<file path="src/verilog/bps_pkg.sv">
// Purpose: shared constants for the burst payload scrambler
// Assumes: one 100 MHz clock, bit-serial payload stream
// Notes:   stage numbering follows the shift register, stage one is bit 0
package bps_pkg;

  // shift register length and feedback taps (stage numbers minus one)
  localparam int          LFSR_LEN   = 15;
  localparam int          TAP_A      = 13;
  localparam int          TAP_B      = 14;

  // seed: stage1..stage15 = 1,0,0,1,0,1,0,1,0,0,0,0,0,0,0, stage one in bit 0
  localparam logic [14:0] SEED       = 15'h00_a9;

  // buffer depth and its pointer width
  localparam int          BUF_DEPTH  = 2;
  localparam int          BUF_PTR_W  = 1;

  // run state of the scrambler
  typedef enum logic [0:0] {
    BPS_IDLE,
    BPS_BURST
  } bps_state_type;

endpackage : bps_pkg

</file>
<file path="src/verilog/bps_scrambler.sv">
// Purpose: energy-dispersal scrambler for return-link burst payloads
// Assumes: payload arrives bit-serial, preamble already stripped, one clock
// Notes:   output feeds the crc stage; scr_valid, scr_data and scr_last are registered copies of the buffer head
`timescale 1ns/1ps

module bps_scrambler
(
  input  wire logic sys_clk,
  input  wire logic rst_n,
  input  wire logic burst_start,
  input  wire logic pdu_valid,
  input  wire logic pdu_data,
  input  wire logic pdu_last,
  output logic      pdu_ready,
  output logic      scr_valid,
  output logic      scr_data,
  output logic      scr_last,
  input  wire logic scr_ready,
  output logic      burst_active
);

  bps_pkg::bps_state_type state;
  bps_pkg::bps_state_type next_state;
  logic [14:0]            lfsr;
  logic [14:0]            next_lfsr;
  logic                   prbs_bit;
  logic                   take;
  logic                   buf_in_ready;
  logic                   buf_valid;
  logic                   buf_data;
  logic                   buf_last;
  logic                   buf_pop;
  logic                   next_scr_valid;
  logic                   next_scr_data;
  logic                   next_scr_last;
  logic                   next_pdu_ready;

  // feedback from stages 14 and 15 (taps of 1 + x^14 + x^15)
  assign prbs_bit = lfsr[bps_pkg::TAP_A] ^ lfsr[bps_pkg::TAP_B];

  // a bit is accepted only inside a burst and only when the buffer has room;
  // a start strobe blocks acceptance that cycle so the seed is in place first
  assign take = pdu_valid && pdu_ready && (state == bps_pkg::BPS_BURST) && !burst_start;

  // sequencer and shift register step
  always_comb
  begin
    next_state = state;
    next_lfsr  = lfsr;
    if (burst_start)
    begin
      next_lfsr  = bps_pkg::SEED;
      next_state = bps_pkg::BPS_BURST;
    end
    else if (take)
    begin
      next_lfsr = {lfsr[13:0], prbs_bit};
      if (pdu_last)
      begin
        next_state = bps_pkg::BPS_IDLE;
      end
    end
    // ready is registered, so drop it after a take that the buffer does not
    // drain in the same cycle; this keeps a push from ever meeting a full buffer
    next_pdu_ready = (next_state == bps_pkg::BPS_BURST) && buf_in_ready
                     && !(take && !buf_pop);
  end

  // the seed is untouched until the first accepted bit, so bit one meets stage output one
  bps_skid_buf u_buf
  (
    .sys_clk   (sys_clk),
    .rst_n     (rst_n),
    .in_valid  (take),
    .in_data   (pdu_data ^ prbs_bit),
    .in_last   (pdu_last),
    .in_ready  (buf_in_ready),
    .out_valid (buf_valid),
    .out_data  (buf_data),
    .out_last  (buf_last),
    .out_ready (buf_pop)
  );

  // output register stage; the crc after us sees only scrambled bits
  assign buf_pop = buf_valid && (!scr_valid || scr_ready);

  always_comb
  begin
    next_scr_valid = scr_valid;
    next_scr_data  = scr_data;
    next_scr_last  = scr_last;
    if (buf_pop)
    begin
      next_scr_valid = 1'b1;
      next_scr_data  = buf_data;
      next_scr_last  = buf_last;
    end
    else if (scr_ready)
    begin
      next_scr_valid = 1'b0;
    end
  end

  // registers only
  always_ff @(posedge sys_clk or negedge rst_n)
  begin
    if (!rst_n)
    begin
      state        <= bps_pkg::BPS_IDLE;
      lfsr         <= bps_pkg::SEED;
      pdu_ready    <= 1'b0;
      scr_valid    <= 1'b0;
      scr_data     <= 1'b0;
      scr_last     <= 1'b0;
      burst_active <= 1'b0;
    end
    else
    begin
      state        <= next_state;
      lfsr         <= next_lfsr;
      pdu_ready    <= next_pdu_ready;
      scr_valid    <= next_scr_valid;
      scr_data     <= next_scr_data;
      scr_last     <= next_scr_last;
      burst_active <= (next_state == bps_pkg::BPS_BURST);
    end
  end

endmodule : bps_scrambler

</file>
<file path="src/verilog/bps_skid_buf.sv">
// Purpose: two-entry valid/ready buffer for the scrambled bit stream
// Assumes: same clock as the scrambler, source honours in_ready
// Notes:   full and empty are exact; in_ready falls only when both entries hold data
`timescale 1ns/1ps

module bps_skid_buf
(
  input  wire logic sys_clk,
  input  wire logic rst_n,
  input  wire logic in_valid,
  input  wire logic in_data,
  input  wire logic in_last,
  output logic      in_ready,
  output logic      out_valid,
  output logic      out_data,
  output logic      out_last,
  input  wire logic out_ready
);

  logic [bps_pkg::BUF_DEPTH-1:0] mem_data;
  logic [bps_pkg::BUF_DEPTH-1:0] mem_last;
  logic [bps_pkg::BUF_DEPTH-1:0] next_mem_data;
  logic [bps_pkg::BUF_DEPTH-1:0] next_mem_last;
  logic [bps_pkg::BUF_PTR_W-1:0] wr_ptr;
  logic [bps_pkg::BUF_PTR_W-1:0] rd_ptr;
  logic [bps_pkg::BUF_PTR_W:0]   count;
  logic [bps_pkg::BUF_PTR_W-1:0] next_wr_ptr;
  logic [bps_pkg::BUF_PTR_W-1:0] next_rd_ptr;
  logic [bps_pkg::BUF_PTR_W:0]   next_count;
  logic                          push;
  logic                          pop;

  // flags straight from the occupancy count
  assign in_ready  = (count != 2'(bps_pkg::BUF_DEPTH));
  assign out_valid = (count != 2'h0);
  assign out_data  = mem_data[rd_ptr];
  assign out_last  = mem_last[rd_ptr];
  assign push      = in_valid && in_ready;
  assign pop       = out_valid && out_ready;

  // pointer and storage update
  always_comb
  begin
    next_mem_data = mem_data;
    next_mem_last = mem_last;
    next_wr_ptr   = wr_ptr;
    next_rd_ptr   = rd_ptr;
    next_count    = count;
    if (push)
    begin
      next_mem_data[wr_ptr] = in_data;
      next_mem_last[wr_ptr] = in_last;
      next_wr_ptr           = wr_ptr + 1'b1;
    end
    if (pop)
    begin
      next_rd_ptr = rd_ptr + 1'b1;
    end
    case ({push, pop})
      2'b10:   next_count = count + 2'h1;
      2'b01:   next_count = count - 2'h1;
      default: next_count = count;
    endcase
  end

  // registers only
  always_ff @(posedge sys_clk or negedge rst_n)
  begin
    if (!rst_n)
    begin
      mem_data <= '0;
      mem_last <= '0;
      wr_ptr   <= '0;
      rd_ptr   <= '0;
      count    <= '0;
    end
    else
    begin
      mem_data <= next_mem_data;
      mem_last <= next_mem_last;
      wr_ptr   <= next_wr_ptr;
      rd_ptr   <= next_rd_ptr;
      count    <= next_count;
    end
  end

endmodule : bps_skid_buf
</file>
<file path="config.mk">
export PLATFORM = sky130hd
export DESIGN_NAME = bps_scrambler
export DESIGN_NICKNAME = d
export VERILOG_FILES = /design/src/verilog/bps_pkg.sv /design/src/verilog/bps_scrambler.sv /design/src/verilog/bps_skid_buf.sv
export SDC_FILE = /design/constraint.sdc
export NUM_CORES = 1
export LEC_CHECK = 0
export BUFFER_PORTS_ARGS = -buffer_cell sky130_fd_sc_hd__buf_2
export CAP_MARGIN = 20
export CORE_UTILIZATION = 48
export DETAILED_ROUTE_END_ITERATION = 10
export GPL_TIMING_DRIVEN = 0
export PLACE_DENSITY = 0.7
export SYNTH_ARGS = -nofsm -noshare
export SYNTH_HDL_FRONTEND = slang
export SYNTH_HIERARCHICAL = 1
export SYNTH_SLANG_ARGS = --single-unit
export TNS_END_PERCENT = 30
</file>
<file path="constraint.sdc">
create_clock -name sys_clk -period 1.7 [get_ports sys_clk]
set_input_delay 0.085 -clock sys_clk [delete_from_list [all_inputs] [get_ports sys_clk]]
set_output_delay 0.085 -clock sys_clk [all_outputs]
set_load 0.02 [all_outputs]
</file>
# Word-level counts from Yosys, hierarchy flattened
# Index checks and enable logic that the tools add are counted.
dict set report totals {
  register_bits 28
  latch_bits 0
  ram_bits 0
  mem_bits_ro 0
  input_bits 7
  output_inout_bits 5
  word_cells 58
  memories 0
}
dict set report classes {
  add_sub_neg 4
  n_mul 0
  n_div 0
  n_lt_le_gt_ge 3
  eq_ne 3
  shift 0
  n_mux 16
  bitwise 2
  reduce_logical 19
}
# cell n
set ops {}
lappend ops {{15-bit two-way mux} 2}
lappend ops {{1-bit logical AND} 10}
lappend ops {{1-bit two-way mux} 10}
lappend ops {{2-bit nonzero test} 4}
lappend ops {{2-bit bitwise mux} 2}
lappend ops {{1-bit zero test} 4}
lappend ops {{1-bit by 2-bit < comparator with 1-bit output, second input constant} 2}
lappend ops {{2-bit one-hot mux with 2 select lines} 1}
lappend ops {{1-bit adder, second input constant} 2}
lappend ops {{2-bit by 1-bit adder with 2-bit output, second input constant} 1}
lappend ops {{2-bit by 1-bit == test with 1-bit output, second input constant} 1}
lappend ops {{2-bit == test, second input constant} 1}
lappend ops {{2-bit != test, second input constant} 1}
lappend ops {{2-bit by 1-bit subtractor with 2-bit output, second input constant} 1}
lappend ops {{1-bit XOR} 2}
lappend ops {{1-bit demux with 1-bit select} 1}
lappend ops {{1-bit greater-or-equal comparator, second input constant} 1}
lappend ops {{1-bit logical OR} 1}

# Depth between registers and ports, before layout
dict set report depth {
  word_depth 7
  depth_mapped 9
  ltp_nobuf 8
}

# Hierarchy
# The synthesis kept the hierarchy.
# module n_inst cells_per_inst area_each_um2 seq_area_each_um2
set modules_own_cells {}
lappend modules_own_cells {bps_scrambler 1 57 798.3 505.5}
lappend modules_own_cells {bps_skid_buf 1 27 387.9 200.2}

# Least setup slack after synthesis
# Ideal clock, no wire load.
dict set report synth_timing {
  kind {register -> register}
  start {register state}
  end {register u_buf/count[1] in the netlist's numbering}
  setup_time_ps 79
  arrival_ps 1673
  required_ps 1621
  setup_slack_ps -52
  path_stages_with_launch 9
  path_buffers 1
  synth_period_minus_slack_ps 1752
  path_cell_list {dfrtp_1 -> nand3_1 -> or2_4 -> inv_4 -> buf_8 -> nand2_1 -> ha_1 -> nor2_1 -> xor2_1}
}
dict set report synth_via {
  elab_chain_len 5
  word_cells_on_any_way 7
  classes_between {eq/ne: 2; mux: 1; reduce/logical: 4}
}
# element line_no
set synth_lines {}
lappend synth_lines {{start, declared} bps_scrambler.sv:22} ;# bps_pkg::bps_state_type state;
lappend synth_lines {{start signal, assigned} bps_scrambler.sv:109} ;# state <= bps_pkg::BPS_IDLE;
lappend synth_lines {{start signal, assigned} bps_scrambler.sv:119} ;# state <= next_state;
lappend synth_lines {{1-bit logical AND (*) (2 in series)} bps_scrambler.sv:43} ;# assign take = pdu_valid && pdu_ready && (state == bps_pkg::BPS_BURST) && !burst_start;
lappend synth_lines {{via take} bps_scrambler.sv:27} ;# logic take;
lappend synth_lines {{1-bit logical AND (*)} bps_skid_buf.sv:38} ;# assign push = in_valid && in_ready;
lappend synth_lines {{2-bit by 1-bit == test with 1-bit output / 2-bit == test (equally long branches)} bps_skid_buf.sv:59} ;# case ({push, pop})
lappend synth_lines {{2-bit one-hot mux with 2 select lines / 2-bit nonzero test (equally long branches)} -}
lappend synth_lines {{end signal, assigned} bps_skid_buf.sv:83} ;# count <= next_count;
lappend synth_lines {{end, declared} bps_skid_buf.sv:26} ;# logic [bps_pkg::BUF_PTR_W:0] count;
# Mark *: on every way through the listed nets, which the timed path passes. The rest lies on a longest branch.
# A chain may end at the register's enable or synchronous reset.

# Worst setup path after layout
dict set report layout_timing {
  start {register u_buf/count[0] in the netlist's numbering}
  end {register u_buf/count[1] in the netlist's numbering}
}
dict set report layout_via {
  elab_chain_len 5
  word_cells_on_any_way 11
  classes_between {add/sub: 2; eq/ne: 3; mux: 1; reduce/logical: 5}
}
# element line_no
set layout_lines {}
lappend layout_lines {{2-bit nonzero test (*)} bps_skid_buf.sv:35} ;# assign out_valid = (count != 2'h0);
lappend layout_lines {{via buf_valid} bps_scrambler.sv:29} ;# logic buf_valid;
lappend layout_lines {{1-bit logical AND (*)} bps_scrambler.sv:85} ;# assign buf_pop = buf_valid && (!scr_valid || scr_ready);
lappend layout_lines {{via buf_pop} bps_scrambler.sv:32} ;# logic buf_pop;
lappend layout_lines {{1-bit logical AND (*)} bps_skid_buf.sv:39} ;# assign pop = out_valid && out_ready;
lappend layout_lines {{via u_buf.pop} bps_skid_buf.sv:31} ;# logic pop;
lappend layout_lines {{2-bit by 1-bit == test with 1-bit output / 2-bit == test (equally long branches)} bps_skid_buf.sv:59}
lappend layout_lines {{2-bit one-hot mux with 2 select lines / 2-bit nonzero test (equally long branches)} -}
# Marks and branches as above.

==> flow_metrics.py <==
metrics = {
    "pwr": {
        "leakagePower_nw": 0.6377,
        "total_switching_power_mw": 0.6958,
        "clkPwrFrac_pct": 14.6,
        "power_density_mw_per_mm2": 1576,
        "sw_ratio_pct": 31.64,
        "seq_power_share_pct": 45.8,
        "internal-power_mw": 1.503,
        "share_comb_of_total_power_pct": 39.6,
        "ir_worst_vdd_mv": 1.175,
        "total_power_mw": 2.199,
    },
    "routing": {
        "drt-initial-drc-count": 5,
        "wire_per_inst_um": 14.33,
        "via_per_inst": 5.393,
        "vias": 728,
        "route.detailed.drc": 0,
        "drt_pass1_iterations": 3,
        "ant_nets": 0,
        "wirelength_mm": 1.935,
    },
    "timing": {
        "timing_max_transition_violations_final": 0,
        "final_min_period_over_clock_period_pct": 95.71,
        "setup_violations": 0,
        "fin_tns_setup_ns": 0,
        "timing.clock.skew_ns": 0.01003,
        "timing_hold_violations_final": 0,
        "slew_headroom_pct": 60.30,
        "finalWorstPathRequiredPeriod_ns": 1.627,
        "worst-slew-pin-transition_ns": 0.5955,
        "fmax_mhz": 614.6,
    },
    "worst_setup_path": {
        "cp_data_arrival_time_ns": 1.86,
        "setup.worst_path.start_class": "register",
        "critPathKind": "reg -> reg",
        "timing.critical_path.required_ns": 1.93,
        "crit_fanout": 4,
        "critical_path_end_type": "register",
    },
    "synthesis": {
        "synth.yosys.warnings": 6,
        "synth_nets": 92,
        "synth_edf_count": 0,
        "mean_cell_area_of_the_mapped_netlist_um2": 14.12,
        "synth.ff_latch_count": 28,
        "yosys_top_cell_area_share_pct": 50.63,
        "asyncSetResetFlopFracSynth_pct": 100.0,
        "synth_cells": 84,
        "post_synth_num_cell_types": 31,
        "yosys-top-cells-area": "sky130_fd_sc_hd__dfrtp_1 (51%), sky130_fd_sc_hd__dfstp_2 (8.9%), sky130_fd_sc_hd__mux2_2 (5.7%)",
        "ys_flop_type": "sky130_fd_sc_hd__dfrtp_1",
        "synth_seq_area_share_pct": 59.49,
        "synth_area_mm2": 0.001186,
        "cell_accounting_for_the_most_synthesized_area": "sky130_fd_sc_hd__dfrtp_1",
    },
    "placement": {
        "io_buffer_count": 11,
        "hpwl_mm": 1.294,
        "numPlacedInstances": 123,
        "finalWeightedCongestion": 0.7477,
    },
    "cells_and_area": {
        "area.growth.synth_to_final_pct": 17.62,
        "mostFrequentLayoutCell": "sky130_fd_sc_hd__dfrtp_1",
        "nets": 116,
        "drive_gt1_share_pct": 49.53,
        "final.fill_count": 181,
        "mostFrequentLayoutCells": "sky130_fd_sc_hd__dfrtp_1 (22), sky130_fd_sc_hd__buf_2 (12), sky130_fd_sc_hd__buf_4 (7)",
        "final_cell_count_no_fill": 135,
        "finish.utilization_pct": 61.30,
        "diodes": 0,
    },
    "hold_path": {
        "worst_hold_path_type": "in -> reg",
    },
    "cts": {
        "cts_max_level": 1,
        "cts_sinks": 28,
        "root_buffer": "sky130_fd_sc_hd__clkbuf_4",
        "numCtsBuffers": 3,
        "clk_latency_ns": 0.33,
        "path_clk_slew_ns": 0.15,
        "tritoncts": "built",
        "cts_max_path_buffers": 2,
    },
    "floorplan": {
        "die_area_mm2": 0.002674,
        "floorplan.initialDensity_pct": 52.12,
        "die_h_um": 51.71,
        "design.core.area_mm2": 0.002276,
        "die_w_um": 51.71,
        "top_level_ports": 12,
        "rows": 17,
    },
    "global_route": {
        "initial_antenna_violation_count": 0,
        "grt_pass1_wl_mm": 3.187,
        "grt_max_degree": 29,
        "number_of_global_route_vias_before_repair": 690,
        "gr-total-overflow": 0,
        "grt_total_usage_pct": 17.05,
    },
    "outcome": {
        "outcome": "finished, final reports clean",
    },
    "job": {
        "drv_cap": 0,
    },
}
## routing by layer
metal	part of all wire (%)	GRT usage (%)	up-vias
met5	0	0	-
li1	-	-	345
met2	45	23.59	10
met1	51	24.81	369
met3	2.1	2.632	4
met4	1.8	10.81	0
## power groups by stage
| stage | combinational, mW | clock [mW] | sequential, mW |
|---|---|---|---|
| 2_1_floorplan | 0.506 | 0 | 1.08 |
| 3_3_place_gp | 0.690 | 0 | 1.04 |
| 3_5_place_dp | 0.710 | 0 | 1.05 |
| 4_1_cts | 0.801 | 0.332 | 1.00 |
| 5_1_grt | 0.950 | 0.357 | 1.03 |
| 6_report | 0.872 | 0.321 | 1.01 |
## cells in the mapped netlist (2+ instances only)
| master | count |
|---|---|
| sky130_fd_sc_hd__o22a_2 | 3 |
| sky130_fd_sc_hd__nor2_1 | 2 |
| sky130_fd_sc_hd__a22o_2 | 5 |
| sky130_fd_sc_hd__mux2_4 | 2 |
| sky130_fd_sc_hd__mux2_2 | 6 |
| sky130_fd_sc_hd__nand3_1 | 2 |
| sky130_fd_sc_hd__nand2b_1 | 2 |
| sky130_fd_sc_hd__xor2_1 | 2 |
| sky130_fd_sc_hd__a22o_1 | 6 |
| sky130_fd_sc_hd__xnor2_1 | 5 |
| sky130_fd_sc_hd__nand2_1 | 3 |
| sky130_fd_sc_hd__dfrtp_1 | 24 |
| sky130_fd_sc_hd__dfstp_2 | 4 |
## final cells by class
| type | count | area, µm² | area share (%) |
|---|---|---|---|
| buffer | 1 | 5.005 | 0.3587 |
| clock buffer | 4 | 36.28 | 2.601 |
| inverter | 2 | 20.02 | 1.435 |
| multi-input combinational | 52 | 462.9 | 33.18 |
| sequential | 28 | 708.2 | 50.76 |
| tap | 28 | 35.03 | 2.511 |
| timing repair buffer | 20 | 127.6 | 9.148 |
## kinds of logic (layout without fill, tap and decap cells)
family	after synthesis	in the layout	share of synthesized area, %
and+or+nand+nor	17	17	9.600
buffers and inverters	4	27	2.531
xor gates and xnor gates	7	7	5.169
muxes	8	8	8.228
DFF	28	28	59.49
AOI/OAI and AO/OA	19	19	13.92
adders and majority gates	1	1	1.055
## flip-flops by register name (all words and copies together), names as in the netlist
name / count
scr_last: 1
scr_valid: 1
pdu_ready: 1
u_buf/mem_last: 2
u_buf/count: 2
lfsr: 15
scr_data: 1
u_buf/mem_data: 2
state: 1
u_buf/wr_ptr: 1
u_buf/rd_ptr: 1
## what timing repair did
| item | 4_1_cts | 5_1_grt |
|---|---|---|
| endpoints found under the hold margin | 24 | 1 |
| setup buffers | 5 | 2 |
| hold buffers | 1 | 1 |
| pin swaps | 3 | 3 |
| setup endpoints to repair | 1 | 1 |
| gates resized for setup | 0 | 7 |
## critical path, cell delays in order, from the launching register on
cell and delay (ns):
sky130_fd_sc_hd__dfrtp_1 0.41, sky130_fd_sc_hd__or2_4 0.27, sky130_fd_sc_hd__nand2_4 0.07, sky130_fd_sc_hd__inv_1 0.04
sky130_fd_sc_hd__and2_1 0.16, sky130_fd_sc_hd__ha_2 0.20, sky130_fd_sc_hd__xnor2_1 0.16, sky130_fd_sc_hd__nor2_1 0.07
sky130_fd_sc_hd__xor2_1 0.16
## through the flow
step | instance area, µm² | setup slack (ns) | hold slack, ns
final | 1395 | 0.07286 | 0.04495
after detailed placement | 1279 | -0.03829 | 0.1248
after floorplan | 1189 | 0.02149 | -0.2106
after global placement | 1279 | -0.003326 | 0.1199
after global routing | 1395 | -0.008066 | 0.03391
after CTS | 1348 | 0.009890 | 0.001018
## path summary, 6_finish.rpt
check	from	endpoint	slack [ns]	cells after the start
min reg2reg	u_buf/wr_ptr$_DFFE_PN0N_	u_buf/wr_ptr$_DFFE_PN0N_	0.51	1
min in group asynchronous	rst_n	u_buf/rd_ptr$_DFFE_PN0P_	0.27	2
max	u_buf/count[0]$_DFFE_PN0P_	u_buf/count[1]$_DFFE_PN0P_	0.07	8
max in group asynchronous	rst_n	state$_DFF_PN0_	1.01	2
min	pdu_last	u_buf/mem_last[1]$_DFFE_PN0P_	0.04	2
max reg2reg	u_buf/count[0]$_DFFE_PN0P_	u_buf/count[1]$_DFFE_PN0P_	0.07	8
No activity file was read; power rests on OpenSTA's default activity.
